## src/design/short_detect_defs.vh

```
// constants for the output short detector: register map, fields, resets
// assumes a 32-bit apb slave on pclk and three complementary output pairs
`ifndef SHORT_DETECT_DEFS_VH
`define SHORT_DETECT_DEFS_VH

// register byte addresses
`define ADDR_CTRL_STATUS   12'h000
`define ADDR_EVT_STATUS    12'h004
`define ADDR_EVT_MASK      12'h008
`define ADDR_POLARITY      12'h00c
`define ADDR_STATE         12'h010

// control/status fields
`define BIT_SHORT_FLAG     15
`define BIT_HIZ_ENABLE     9
`define BIT_IRQ_ENABLE     8
`define CTRL_RESET         16'h0000

// event status / mask fields
`define EVT_WIDTH          3
`define EVT_SHORT          0
`define EVT_LOCKED_WRITE   1
`define EVT_BAD_CLEAR      2
`define EVT_RESET          3'h0

// state register fields
`define BIT_STATE_LOCKED   0
`define BIT_STATE_ARMED    1
`define STATE_PAIR_LSB     2

// active level of each phase, 1 = active high
`define POLARITY_RESET     6'h3f

`endif

```

## src/design/pair_short_monitor.v

```verilog
// per-pair comparator: flags pairs whose two phases are both active
// assumes phase inputs synchronous to pclk; result registered once
`timescale 1ns/100ps
module pair_short_monitor #(
  parameter PAIRS = 3
) (
  // clock and reset
  input  wire             pclk,
  input  wire             presetn,
  // phases and active levels
  input  wire [PAIRS-1:0] phase_p,
  input  wire [PAIRS-1:0] phase_n,
  input  wire [PAIRS-1:0] level_p,
  input  wire [PAIRS-1:0] level_n,
  // results
  output reg  [PAIRS-1:0] pair_short_ff,
  output reg              any_short_ff
);

  wire [PAIRS-1:0] nxt_pair_short;

  genvar i;
  generate
    for (i = 0; i < PAIRS; i = i + 1) begin : g_pair
      assign nxt_pair_short[i] = (phase_p[i] == level_p[i]) && (phase_n[i] == level_n[i]);
    end
  endgenerate

  always @(posedge pclk or negedge presetn) begin
    if (!presetn) begin
      pair_short_ff <= {PAIRS{1'b0}};
      any_short_ff  <= 1'b0;
    end else begin
      pair_short_ff <= nxt_pair_short;
      any_short_ff  <= |nxt_pair_short;
    end
  end

endmodule // pair_short_monitor

```

## src/design/output_short_detect_control.v

```verilog
// output short detector with apb register access and pin high-impedance control
// assumes timer phases synchronous to pclk; apb master per amba apb3
`timescale 1ns/100ps
`include "short_detect_defs.vh"
module output_short_detect_control #(
  parameter PAIRS = 3
) (
  // clock and reset
  input  wire               pclk,
  input  wire               presetn,
  // apb slave
  input  wire               psel,
  input  wire               penable,
  input  wire               pwrite,
  input  wire [11:0]        paddr,
  input  wire [31:0]        pwdata,
  output reg  [31:0]        prdata_ff,
  output reg                pready_ff,
  output reg                pslverr_ff,
  // timer phases in
  input  wire [PAIRS-1:0]   phase_p,
  input  wire [PAIRS-1:0]   phase_n,
  // output pins
  output reg  [PAIRS-1:0]   pin_p_ff,
  output reg  [PAIRS-1:0]   pin_n_ff,
  output reg  [2*PAIRS-1:0] pin_oe_ff,
  // interrupt
  output reg                irq_ff
);

  localparam EVW = `EVT_WIDTH;

  // stored state
  reg              short_flag_ff;
  reg              hiz_en_ff;
  reg              irq_en_ff;
  reg              hiz_locked_ff;
  reg              clear_armed_ff;
  reg  [EVW-1:0]   evt_status_ff;
  reg  [EVW-1:0]   evt_mask_ff;
  reg  [2*PAIRS-1:0] polarity_ff;
  reg              hiz_ff;

  // next values
  reg              nxt_short_flag;
  reg              nxt_hiz_en;
  reg              nxt_irq_en;
  reg              nxt_hiz_locked;
  reg              nxt_clear_armed;
  reg  [EVW-1:0]   nxt_evt_status;
  reg  [EVW-1:0]   nxt_evt_mask;
  reg  [2*PAIRS-1:0] nxt_polarity;
  reg  [31:0]      nxt_prdata;
  reg              nxt_slverr;

  // monitor results
  wire [PAIRS-1:0] pair_short;
  wire             any_short;

  // bus decode
  wire setup_phase  = psel & ~penable;
  wire access_done  = psel & penable & pready_ff;
  wire wr_done      = access_done & pwrite;
  wire rd_done      = access_done & ~pwrite;
  wire sel_ctrl     = (paddr == `ADDR_CTRL_STATUS);
  wire sel_evt      = (paddr == `ADDR_EVT_STATUS);
  wire sel_mask     = (paddr == `ADDR_EVT_MASK);
  wire sel_pol      = (paddr == `ADDR_POLARITY);
  wire sel_state    = (paddr == `ADDR_STATE);
  wire sel_any      = sel_ctrl | sel_evt | sel_mask | sel_pol | sel_state;
  wire wr_ctrl      = wr_done & sel_ctrl;

  pair_short_monitor #(
    .PAIRS (PAIRS)
  ) u_monitor (
    .pclk          (pclk),
    .presetn       (presetn),
    .phase_p       (phase_p),
    .phase_n       (phase_n),
    .level_p       (polarity_ff[PAIRS-1:0]),
    .level_n       (polarity_ff[2*PAIRS-1:PAIRS]),
    .pair_short_ff (pair_short),
    .any_short_ff  (any_short)
  );

  // control/status image, reserved bits zero
  reg [15:0] ctrl_image;
  always @* begin
    ctrl_image = `CTRL_RESET;
    ctrl_image[`BIT_SHORT_FLAG] = short_flag_ff;
    ctrl_image[`BIT_HIZ_ENABLE] = hiz_en_ff;
    ctrl_image[`BIT_IRQ_ENABLE] = irq_en_ff;
  end

  // read data, prepared in the setup cycle
  always @* begin
    nxt_prdata = 32'h0000_0000;
    nxt_slverr = 1'b0;
    if (setup_phase) begin
      if (!sel_any) begin
        nxt_slverr = 1'b1;
      end else if (!pwrite) begin
        if (sel_ctrl) begin
          nxt_prdata[15:0] = ctrl_image;
        end
        if (sel_evt) begin
          nxt_prdata[EVW-1:0] = evt_status_ff;
        end
        if (sel_mask) begin
          nxt_prdata[EVW-1:0] = evt_mask_ff;
        end
        if (sel_pol) begin
          nxt_prdata[2*PAIRS-1:0] = polarity_ff;
        end
        if (sel_state) begin
          nxt_prdata[`BIT_STATE_LOCKED] = hiz_locked_ff;
          nxt_prdata[`BIT_STATE_ARMED]  = clear_armed_ff;
          nxt_prdata[`STATE_PAIR_LSB +: PAIRS] = pair_short;
        end
      end
    end
  end

  // flag, enables, clear sequence
  always @* begin
    nxt_short_flag  = short_flag_ff;
    nxt_hiz_en      = hiz_en_ff;
    nxt_irq_en      = irq_en_ff;
    nxt_hiz_locked  = hiz_locked_ff;
    nxt_clear_armed = clear_armed_ff;
    if (rd_done && sel_ctrl && prdata_ff[`BIT_SHORT_FLAG]) begin
      nxt_clear_armed = 1'b1;
    end
    if (wr_ctrl) begin
      nxt_irq_en = pwdata[`BIT_IRQ_ENABLE];
      if (!hiz_locked_ff) begin
        nxt_hiz_en     = pwdata[`BIT_HIZ_ENABLE];
        nxt_hiz_locked = 1'b1;
      end
      if (!pwdata[`BIT_SHORT_FLAG] && clear_armed_ff) begin
        nxt_short_flag  = 1'b0;
        nxt_clear_armed = 1'b0;
      end
    end
    if (any_short) begin
      nxt_short_flag = 1'b1;
    end
    if (!nxt_short_flag) begin
      nxt_clear_armed = 1'b0;
    end
  end

  // sticky events, write one to clear, set wins
  always @* begin
    nxt_evt_status = evt_status_ff;
    nxt_evt_mask   = evt_mask_ff;
    nxt_polarity   = polarity_ff;
    if (wr_done && sel_evt) begin
      nxt_evt_status = evt_status_ff & ~pwdata[EVW-1:0];
    end
    if (wr_done && sel_mask) begin
      nxt_evt_mask = pwdata[EVW-1:0];
    end
    if (wr_done && sel_pol) begin
      nxt_polarity = pwdata[2*PAIRS-1:0];
    end
    if (any_short && !short_flag_ff) begin
      nxt_evt_status[`EVT_SHORT] = 1'b1;
    end
    if (wr_ctrl && hiz_locked_ff && (pwdata[`BIT_HIZ_ENABLE] != hiz_en_ff)) begin
      nxt_evt_status[`EVT_LOCKED_WRITE] = 1'b1;
    end
    if (wr_ctrl && !pwdata[`BIT_SHORT_FLAG] && short_flag_ff && !clear_armed_ff) begin
      nxt_evt_status[`EVT_BAD_CLEAR] = 1'b1;
    end
  end

  // registers
  always @(posedge pclk or negedge presetn) begin
    if (!presetn) begin
      short_flag_ff  <= 1'b0;
      hiz_en_ff      <= 1'b0;
      irq_en_ff      <= 1'b0;
      hiz_locked_ff  <= 1'b0;
      clear_armed_ff <= 1'b0;
      evt_status_ff  <= `EVT_RESET;
      evt_mask_ff    <= `EVT_RESET;
      polarity_ff    <= `POLARITY_RESET;
      prdata_ff      <= 32'h0000_0000;
      pready_ff      <= 1'b0;
      pslverr_ff     <= 1'b0;
    end else begin
      short_flag_ff  <= nxt_short_flag;
      hiz_en_ff      <= nxt_hiz_en;
      irq_en_ff      <= nxt_irq_en;
      hiz_locked_ff  <= nxt_hiz_locked;
      clear_armed_ff <= nxt_clear_armed;
      evt_status_ff  <= nxt_evt_status;
      evt_mask_ff    <= nxt_evt_mask;
      polarity_ff    <= nxt_polarity;
      // one wait-free access cycle after each setup
      pready_ff      <= setup_phase;
      pslverr_ff     <= nxt_slverr;
      prdata_ff      <= nxt_prdata;
    end
  end

  // pin drive and interrupt
  always @(posedge pclk or negedge presetn) begin
    if (!presetn) begin
      hiz_ff    <= 1'b0;
      pin_p_ff  <= {PAIRS{1'b0}};
      pin_n_ff  <= {PAIRS{1'b0}};
      pin_oe_ff <= {2*PAIRS{1'b0}};
      irq_ff    <= 1'b0;
    end else begin
      hiz_ff    <= nxt_short_flag & nxt_hiz_en;
      pin_p_ff  <= phase_p;
      pin_n_ff  <= phase_n;
      pin_oe_ff <= {2*PAIRS{~(nxt_short_flag & nxt_hiz_en)}};
      irq_ff    <= (nxt_short_flag & nxt_irq_en) | (|(nxt_evt_status & nxt_evt_mask));
    end
  end

endmodule // output_short_detect_control

```

## config.mk

```make
export PLATFORM = sky130hd
export DESIGN_NAME = output_short_detect_control
export DESIGN_NICKNAME = d
export VERILOG_FILES = /design/src/design/pair_short_monitor.v /design/src/design/output_short_detect_control.v
export VERILOG_INCLUDE_DIRS = /design/src /design/src/design
export SDC_FILE = /design/constraint.sdc
export NUM_CORES = 1
export LEC_CHECK = 0
export BUFFER_PORTS_ARGS = -buffer_cell sky130_fd_sc_hd__clkbuf_2
export CAP_MARGIN = 20
export CORE_AREA = 10 10 77 79
export DETAILED_ROUTE_END_ITERATION = 16
export DIE_AREA = 0 0 87 89
export PLACE_DENSITY_LB_ADDON = 0.15
export SYNTH_ARGS = -nofsm -noshare
export SYNTH_HDL_FRONTEND = slang
export SYNTH_SLANG_ARGS = --single-unit
```

## constraint.sdc

```tcl
create_clock -name pclk -period 2 [get_ports pclk]
set_input_delay 0.4 -clock pclk [delete_from_list [all_inputs] [get_ports pclk]]
set_output_delay 0.4 -clock pclk [all_outputs]
set_load 0.1 [all_outputs]
```

== After elaboration in Yosys (flattened, before gate mapping) ==
Cells that the tools add are included.

* Flip-flop bits (word level): 47
* Output and inout bits: 47
* Word-level logic and storage cells: 93

* Equal/unequal tests: 11
* Muxes and demuxes: 25
* Bitwise gates (word level): 19
* Reductions and logical operators: 21

{| class="wikitable"
|+ Operators by type and width
! operator !! number
|-
| $mux 16 || 4
|-
| $eq 12x4->1 const B || 2
|-
| $logic_and 1x1->1 || 15
|-
| $mux 1 || 15
|-
| $eq 12x3->1 const B || 1
|-
| $eq 12x5->1 const B || 1
|-
| $logic_not 12->1 || 1
|-
| $mux 3 || 4
|-
| $and 1x1->1 || 8
|-
| $and 3x3->3 || 2
|-
| $eq 1x1->1 || 6
|-
| $mux 6 || 1
|-
| $reduce_or 3->1 || 2
|-
| $mux 5 || 1
|-
| $or 1x1->1 || 5
|-
| $logic_not 1->1 || 3
|-
| $not 1->1 || 3
|-
| $not 3->3 || 1
|-
| $ne 1x1->1 || 1
|}

== Logic depth before layout (Yosys ltp) ==
Gate-level depths: netlist of run 1.

* Word-level depth: 11
* Gate-level depth with buffers: 6
* Mapped depth without buffers: 5

== Hierarchy ==
From an unflattened synthesis of run 1, not the netlist that was laid out.

* Cell total of the unflattened synthesis: 178
* Area total of the unflattened synthesis: 1,933.1 sq um

{| class="wikitable"
|+ Modules (own cells, without submodules)
! module !! times used !! cells each !! area each (sq um)
|-
| output_short_detect_control || 1 || 164 || 1,762.9
|-
| pair_short_monitor || 1 || 14 || 170.2
|}

== Worst setup path before layout of run 1 ==
No wires, ideal clock.

* Kind: flip-flop to flip-flop
* Start point: reg pready_ff
* End point: reg irq_ff
* Arrival: 2.156 ns
* Data required time: 1.871 ns
* Slack: -0.284 ns
* Cell stages (with the launch flop): 6
* Buffers on the path: 0
* Path through: dfrtp_1 -> and3_1 -> nand4_2 -> o31a_1 -> a2bb2oi_1 -> a2111o_1

* Word-level cells in the longest chain between the ends: 10
* Elaborated cells between the ends (all ways): 22
* Classes of those cells: 8 x mux; 6 x bitwise; 8 x reduce/logical

{| class="wikitable"
|+ RTL lines
! what !! RTL line !! source
|-
| start: declaration || output_short_detect_control.v:18 || <nowiki>output reg pready_ff,</nowiki>
|-
| start signal: assignment || output_short_detect_control.v:202 || <nowiki>pready_ff <= setup_phase;</nowiki>
|-
| $and 1x1->1 * || output_short_detect_control.v:62 || <nowiki>wire access_done = psel & penable & pready_ff;</nowiki>
|-
| $and 1x1->1 * || output_short_detect_control.v:63 || <nowiki>wire wr_done = access_done & pwrite;</nowiki>
|-
| $and 1x1->1 || output_short_detect_control.v:71 || <nowiki>wire wr_ctrl = wr_done & sel_ctrl;</nowiki>
|-
| $logic_and 1x1->1 (3 in a row) || output_short_detect_control.v:173 || <nowiki>if (wr_ctrl && !pwdata[`BIT_SHORT_FLAG] && short_flag_ff && !clear_armed_ff) begin</nowiki>
|-
| $mux 1 || output_short_detect_control.v:173 ||
|-
| $and 3x3->3 || output_short_detect_control.v:221 || <nowiki>irq_ff <= (nxt_short_flag & nxt_irq_en) | (|(nxt_evt_status & nxt_evt_mask));</nowiki>
|-
| $reduce_or 3->1 || output_short_detect_control.v:221 ||
|-
| $or 1x1->1 * || output_short_detect_control.v:221 ||
|-
| end signal: assignment || output_short_detect_control.v:221 ||
|-
| end: declaration || output_short_detect_control.v:28 || <nowiki>output reg irq_ff</nowiki>
|}

Every way passes the cells marked *; elsewhere a longest branch is shown, timed or not.
A chain may end at the register's enable or synchronous reset.

== Worst setup path after layout of run 1 ==
Ends and elaborated chain as after synthesis.

==> impl_metrics.yaml, run 1 <==
run_status:
  status: "completed"
detailed_routing:
  routedWlPerCell_um: 15.1
  ant_nets: 0
  firstDrtPassIters: 4
  drc_errors: 0
  drtIter0Drc: 76
  vias: 1439
  vias_per_cell: 4.78
  wirelength_um: 4530
timing:
  setup_viol: 0
  rsz0062_at_grt: "false"
  relSlewSlack_pct: 62.9
  drv_slew: 0
  period_share_pct: 92.1
  tightest_slew_ps: 557
  hold_violations: 0
  fin_crit_ps: 1840
  clock.fmax_mhz: 543
  fin_ws_ps: 159
  skew_ps: 7.02
yosys:
  synth_compound_area_share_pct: 8.67
  async_reset_ff_share_pct: 100
  synth_area_mm2: 0.00192
  synth_cell_types: 39
  synth_cells: 179
  yosys_warnings: 0
  synth-edff-count: 0
  synth_xor_area_share_pct: 3.19
  synthFlopType: "dfrtp_1"
  synthSimpleGateAreaFrac_pct: 17.3
  synth_seq_cells: 40
  muxShareOfSynthArea_pct: 5.87
  yosysSeqAreaShare_pct: 52.5
  avgSynthCellArea_um2: 10.7
  synth_top_family_by_area: "simple AND/OR/NAND/NOR gates"
  synth_fa_ha_area_share_pct: 0
placed_design:
  place_inst: 293
  placedInstanceArea_mm2: 0.00225
  numPortBuffers: 55
  gp_congestion: 0.774
  dp_hpwl_um: 3690
  place_worst_setup_slack_ps: -77.9
worst_setup_path:
  rr_startpoint: "pready_ff"
  criticalPathCategory: "reg -> reg"
  worstSetupStartpoint: "pready_ff"
  critPathLaunchType: "register"
  timing.rr.end: "irq_ff"
  reg2reg_slack_ps: 160
  endpoint_kind: "register"
  critPathMaxFanout: 7
  cp.required_ps: 2170
  cp.arrival_ps: 2010
  r2r_cells: 6
  cp-endpoint: "irq_ff"
finish:
  fin_area_mm2: 0.00238
  final_util_pct: 52.6
  mostFrequentLayoutCells: "clkbuf_2, dfrtp_1, conb_1, nor2_1"
  syn_to_final_growth_pct: 24.2
  drive_gt1_share_pct: 40.1
  final_common_cell: "clkbuf_2"
  stdcell_count: 301
  n_fill_cell: 421
  final_nets: 301
  diodes: 0
global_routing:
  grt_max_degree: 22
  grt_pass1_wl_um: 7180
  grt_util_all_layers_pct: 11.7
  grt_pass1_vias: 1494
  antenna_found_initial: 0
  grt_overflow: 0
cts:
  postCtsResizedCells: 0
  cts_root_buf: "clkbuf_8"
  clk_pin_slew_ps: 80
  cts_tree: "yes"
  cts_buffers: 5
  holdBufCountCts: 0
  cts_buffer_depth: 2
  cts_sinks: 40
  clock_latency_ps: 290
  post-cts-setup-buffers: 0
  cts-htree-levels: 2
die:
  die_x_um: 87
  fp.coreArea_mm2: 0.00454
  die_y_um: 89
  ioPinCount: 102
  initial_utilization_pct: 42.3
  rows: 25
  die_area_mm2: 0.00774
pwr:
  p_leak_nw: 1.23
  pwr-share-clk_pct: 39.2
  power.internal_w: 0.00138
  power.switching_w: 0.000595
  p_sw_share_pct: 30.2
  combPwrFrac_pct: 18.9
  pwr_density_cell_mw_per_mm2: 827
  ir_drop_mv: 0.330
  seqPwrFrac_pct: 42.0
min_path:
  hold_path_class: "in -> async"
flow_run:
  cap_violations: 0
layer usage:
layer  wire length (um)  share of wire [%]  track usage [%]  vias to the layer above
met3                482                 11             5.20                        6
met2               2130                 47             19.1                       74
met5                  0                  0                0                        -
met4                 78                1.7             5.01                        0
li1                   -                  -                -                      701
met1               1850                 41             12.9                      658
cells by family (layout without fill, tap and decap cells):
logic type,count (synthesis),in the layout
XOR/XNOR,7,7
multiplexers,10,10
AO/OA/AOI/OAI,24,24
buffers and inverters,34,80
other,1,23
AND/OR/NAND/NOR,63,63
flip-flops,40,40
stage by stage:
stage / total power [W] / setup TNS (ps) / hold WS [ps]
floorplan: 0.00116 / 0 / 104
global placement: 0.00121 / -79.8 / 413
detailed placement: 0.00121 / -115 / 418
CTS: 0.00199 / 0 / 94.7
global route: 0.00204 / 0 / 115
finish: 0.00197 / 0 / 80.4
worst min path at each step:
stage,start,end,slack [ps],cells after the start
after floorplan,presetn,clear_armed_ff,100,0
after global placement,presetn,pin_n_ff[1],410,1
after detailed placement,presetn,pin_n_ff[1],420,1
after CTS,presetn,pin_n_ff[2],90,1
after global routing,presetn,pin_n_ff[1],110,1
final,presetn,pin_n_ff[1],80,1
worst max-delay path, cell delays in order, from the launching register on:
cell	delay (ps)
dfrtp_4	400
and3_1	220
nand4_2	220
buf_4	210
o21ai_0	260
a22oi_1	120
a2111o_1	290
sequential cells by signal (all words and copies together), names as in the netlist, 3 cells and up:
register / cells
u_monitor.pair_short_ff: 3
evt_status_ff: 3
prdata_ff: 9
evt_mask_ff: 3
pin_n_ff: 3
polarity_ff: 6
pin_p_ff: 3
power by group through the flow:
stage                     logic [W]  registers (W)  clock network [W]
after floorplan            0.000258       0.000904                  0
after global placement     0.000371       0.000843                  0
after detailed placement   0.000371       0.000843                  0
after CTS                  0.000372       0.000828           0.000791
after global routing       0.000390       0.000829           0.000819
final                      0.000372       0.000828           0.000772
Yosys cell counts, types with 2 or more instances:
master,n,area [um2]
a31oi_1,2,12.5
or3_1,2,12.5
and2_1,3,18.8
xor2_1,7,61.3
nand2_1,15,56.3
dfrtp_1,34,851
clkbuf_1,4,15.0
buf_4,28,210
nor2_1,18,67.6
o21ai_0,7,35.0
mux2_2,10,113
a32oi_1,2,17.5
nand2b_1,4,25.0
nor2b_1,2,12.5
dfstp_2,6,158
a22oi_1,4,30.0
nand3_1,5,25.0
nor3_1,5,25.0
final cells by class:
cell class | count | area, um2 | area share [%]
timing repair buffer | 71 | 408 | 17.1
inverter | 1 | 3.75 | 0.157
sequential | 40 | 1010 | 42.5
tap | 54 | 67.6 | 2.83
multi-input combinational | 127 | 759 | 31.9
clock inverter | 2 | 60.1 | 2.52
clock buffer | 6 | 72.6 | 3.04
(Power assumes the default switching activity.)
==> run 2: changes to the inputs <==
ABC_AREA = 1   (was unset)
CAP_MARGIN = unset   (was 20)
CORE_AREA = 10 10 79 81   (was 10 10 77 79)
DIE_AREA = 0 0 89 91   (was 0 0 87 89)
==> run 2 against run 1 <==
Clock power down 29%. Sequential power about the same. Design area up 1.0%. Critical path depth down 5. Non-clock buffer count down 11.
==> impl_metrics.yaml, run 2 <==
yosys:
  synth-edff-count: 0
  synthTopCellsByCount: "nand2_1, dfrtp_1, buf_4"
  synth_area_mm2: 0.00209
  synth_cell_types: 32
  synth_largest_area_cell: "dfrtp_1"
  yosys_warnings: 0
  avgSynthCellArea_um2: 8.72
  synth_top_area_share_pct: 40.7
  yosysMostFrequentCell: "nand2_1"
  ys_top_cells_by_area: "dfrtp_1, buf_4, nand2_1, dfstp_2, nor2_1"
  synthFlopType: "dfrtp_1"
  async_reset_ff_share_pct: 100
  yosysSeqAreaShare_pct: 48.2
  synth_seq_cells: 40
  synth_cells: 240
placed_design:
  numPortBuffers: 55
  gp_congestion: 0.844
  dp_hpwl_um: 3850
worst_setup_path:
  crit_family: "buffers and inverters"
  cp_slowest_stage_delay_ps: 490
  critPathMaxFanout: 6
  cp.required_ps: 1600
  criticalPathCategory: "reg -> out"
  crit_slowest_cell: "clkbuf_2"
  crit_buf_inv: 1
  reg2reg_slack_ps: 580
  critPathLaunchType: "register"
  path_cells: "clkbuf_2"
  endpoint_kind: "output port"
  cp.arrival_ps: 1180
pwr:
  p_leak_nw: 1.29
  pwr_density_cell_mw_per_mm2: 719
  ir_drop_mv: 0.505
finish:
  mostFrequentLayoutCells: "nand2_1, clkbuf_2, dfrtp_1, conb_1, nor2_1"
  largest_reg_flops: 9
  largest-register: "prdata_ff"
  reg_top3: "prdata_ff: 9 flops, polarity_ff: 6 flops"
  final_common_cell: "nand2_1"
  final_nets: 353
  multiInputGateArea_um2: 838
  syn_to_final_growth_pct: 15.1
  n_fill_cell: 474
  drive_gt1_share_pct: 31.4
  diodes: 0
  register_area_mm2: 0.00101
timing:
  clock.fmax_mhz: 631
  timing.hold.ws_ps: 117
  tightest_slew_ps: 639
  setup_viol: 0
  period_share_pct: 79.2
  drv_slew: 0
  rsz0062_at_grt: "false"
  hold_violations: 0
  relSlewSlack_pct: 57.4
  skew_ps: 10.1
  fin_crit_ps: 1580
  tns_ps: 0
cts:
  cts-htree-levels: 2
  cts_sinks: 40
  cts_buffer_depth: 2
  postCtsResizedCells: 0
  clk_pin_slew_ps: 80
  cts_root_buf: "clkbuf_8"
  clock_latency_ps: 290
  cts_buffers: 5
  post-cts-setup-buffers: 0
  holdBufCountCts: 0
  cts_tree: "yes"
detailed_routing:
  vias: 1629
  firstDrtPassIters: 4
  drc_errors: 0
  vias_per_cell: 4.61
  ant_nets: 0
  wirelength_um: 4630
  drtIter0Drc: 81
  routedWlPerCell_um: 13.1
run_status:
  status: "completed"
die:
  initial_utilization_pct: 44.9
  die_y_um: 91
  rows: 25
  fp.coreArea_mm2: 0.00466
  die_area_mm2: 0.00810
  ioPinCount: 102
  die_x_um: 89
global_routing:
  antenna_found_initial: 0
  grt_pass1_vias: 1609
  grt_pass1_wl_um: 7510
  grt_util_all_layers_pct: 11.5
  grt_max_degree: 27
  grt_overflow: 0
flow_run:
  cap_violations: 0
min_path:
  hold_path_class: "in -> async"
run 2: changes by cell type after synthesis, moves of 4 or more:
cell | before | now
mux2_2 | 10 | 0
clkbuf_1 | 4 | 0
nand4_1 | 1 | 8
inv_1 | 1 | 19
xnor2_1 | 0 | 4
nand2_2 | 0 | 4
a22oi_1 | 4 | 0
xor2_1 | 7 | 0
nand2b_1 | 4 | 0
nor2_1 | 18 | 22
nand3_1 | 5 | 13
nand3_2 | 0 | 5
nand2_1 | 15 | 57
run 2: through the flow:
step                setup slack, ps  total power (W)  instance area, um2  util (%)  instances
global route                    346          0.00180                2410      51.7        353
detailed placement              287          0.00120                2310      49.7        345
finish                          415          0.00173                2410      51.7        353
floorplan                       123          0.00116                2170         -        262
CTS                             401          0.00175                2410      51.7        353
global placement                287          0.00120                2310      49.7        345
run 2: final timing paths:
| check | start | to | cells after the start |
|---|---|---|---|
| hold / removal | presetn | pslverr_ff | 1 |
| setup reg to reg | pready_ff | irq_ff | 7 |
| hold reg to reg | polarity_ff[4] | polarity_ff[4] | 2 |
| min in group pclk | phase_p[2] | pin_p_ff[2] | 1 |
| setup / recovery | pin_oe_ff[0] | pin_oe_ff[1] | 1 |
| max in group asynchronous | presetn | polarity_ff[3] | 2 |
run 2: kinds of logic after synthesis:
logic type                Yosys count  synth area share [%]
and+or+nand+nor                   125                  29.8
buffers and inverters              54                  15.7
DFF                                40                  48.2
AOI/OAI and AO/OA                  16                  4.49
xor gates and xnor gates            4                  1.67
other                               1                 0.179
run 2: layer usage:
layer | routed length [um] | track usage [%] | vias to the layer above
met3 | 465 | 4.83 | 2
met4 | 23 | 2.52 | 0
met1 | 1990 | 14.5 | 742
li1 | - | - | 831
met5 | 0 | 0 | -
met2 | 2150 | 17.9 | 54
run 2: cell type report:
class | instances | share of cell area, %
clock buffers | 7 | 3.58
inverters | 23 | 3.64
clock inverters | 1 | 0.312
multi-input cells | 168 | 34.8
flip-flops and latches | 40 | 41.9
well taps | 54 | 2.81
repair buffers | 60 | 13.0
run 2: report_power, final:
| group | switching, W | leakage (nW) | internal, W |
|---|---|---|---|
| Clock | 0.000268 | 0.0445 | 0.000280 |
| Sequential | 0.00000404 | 0.489 | 0.000822 |
| Combinational | 0.000313 | 0.752 | 0.0000445 |
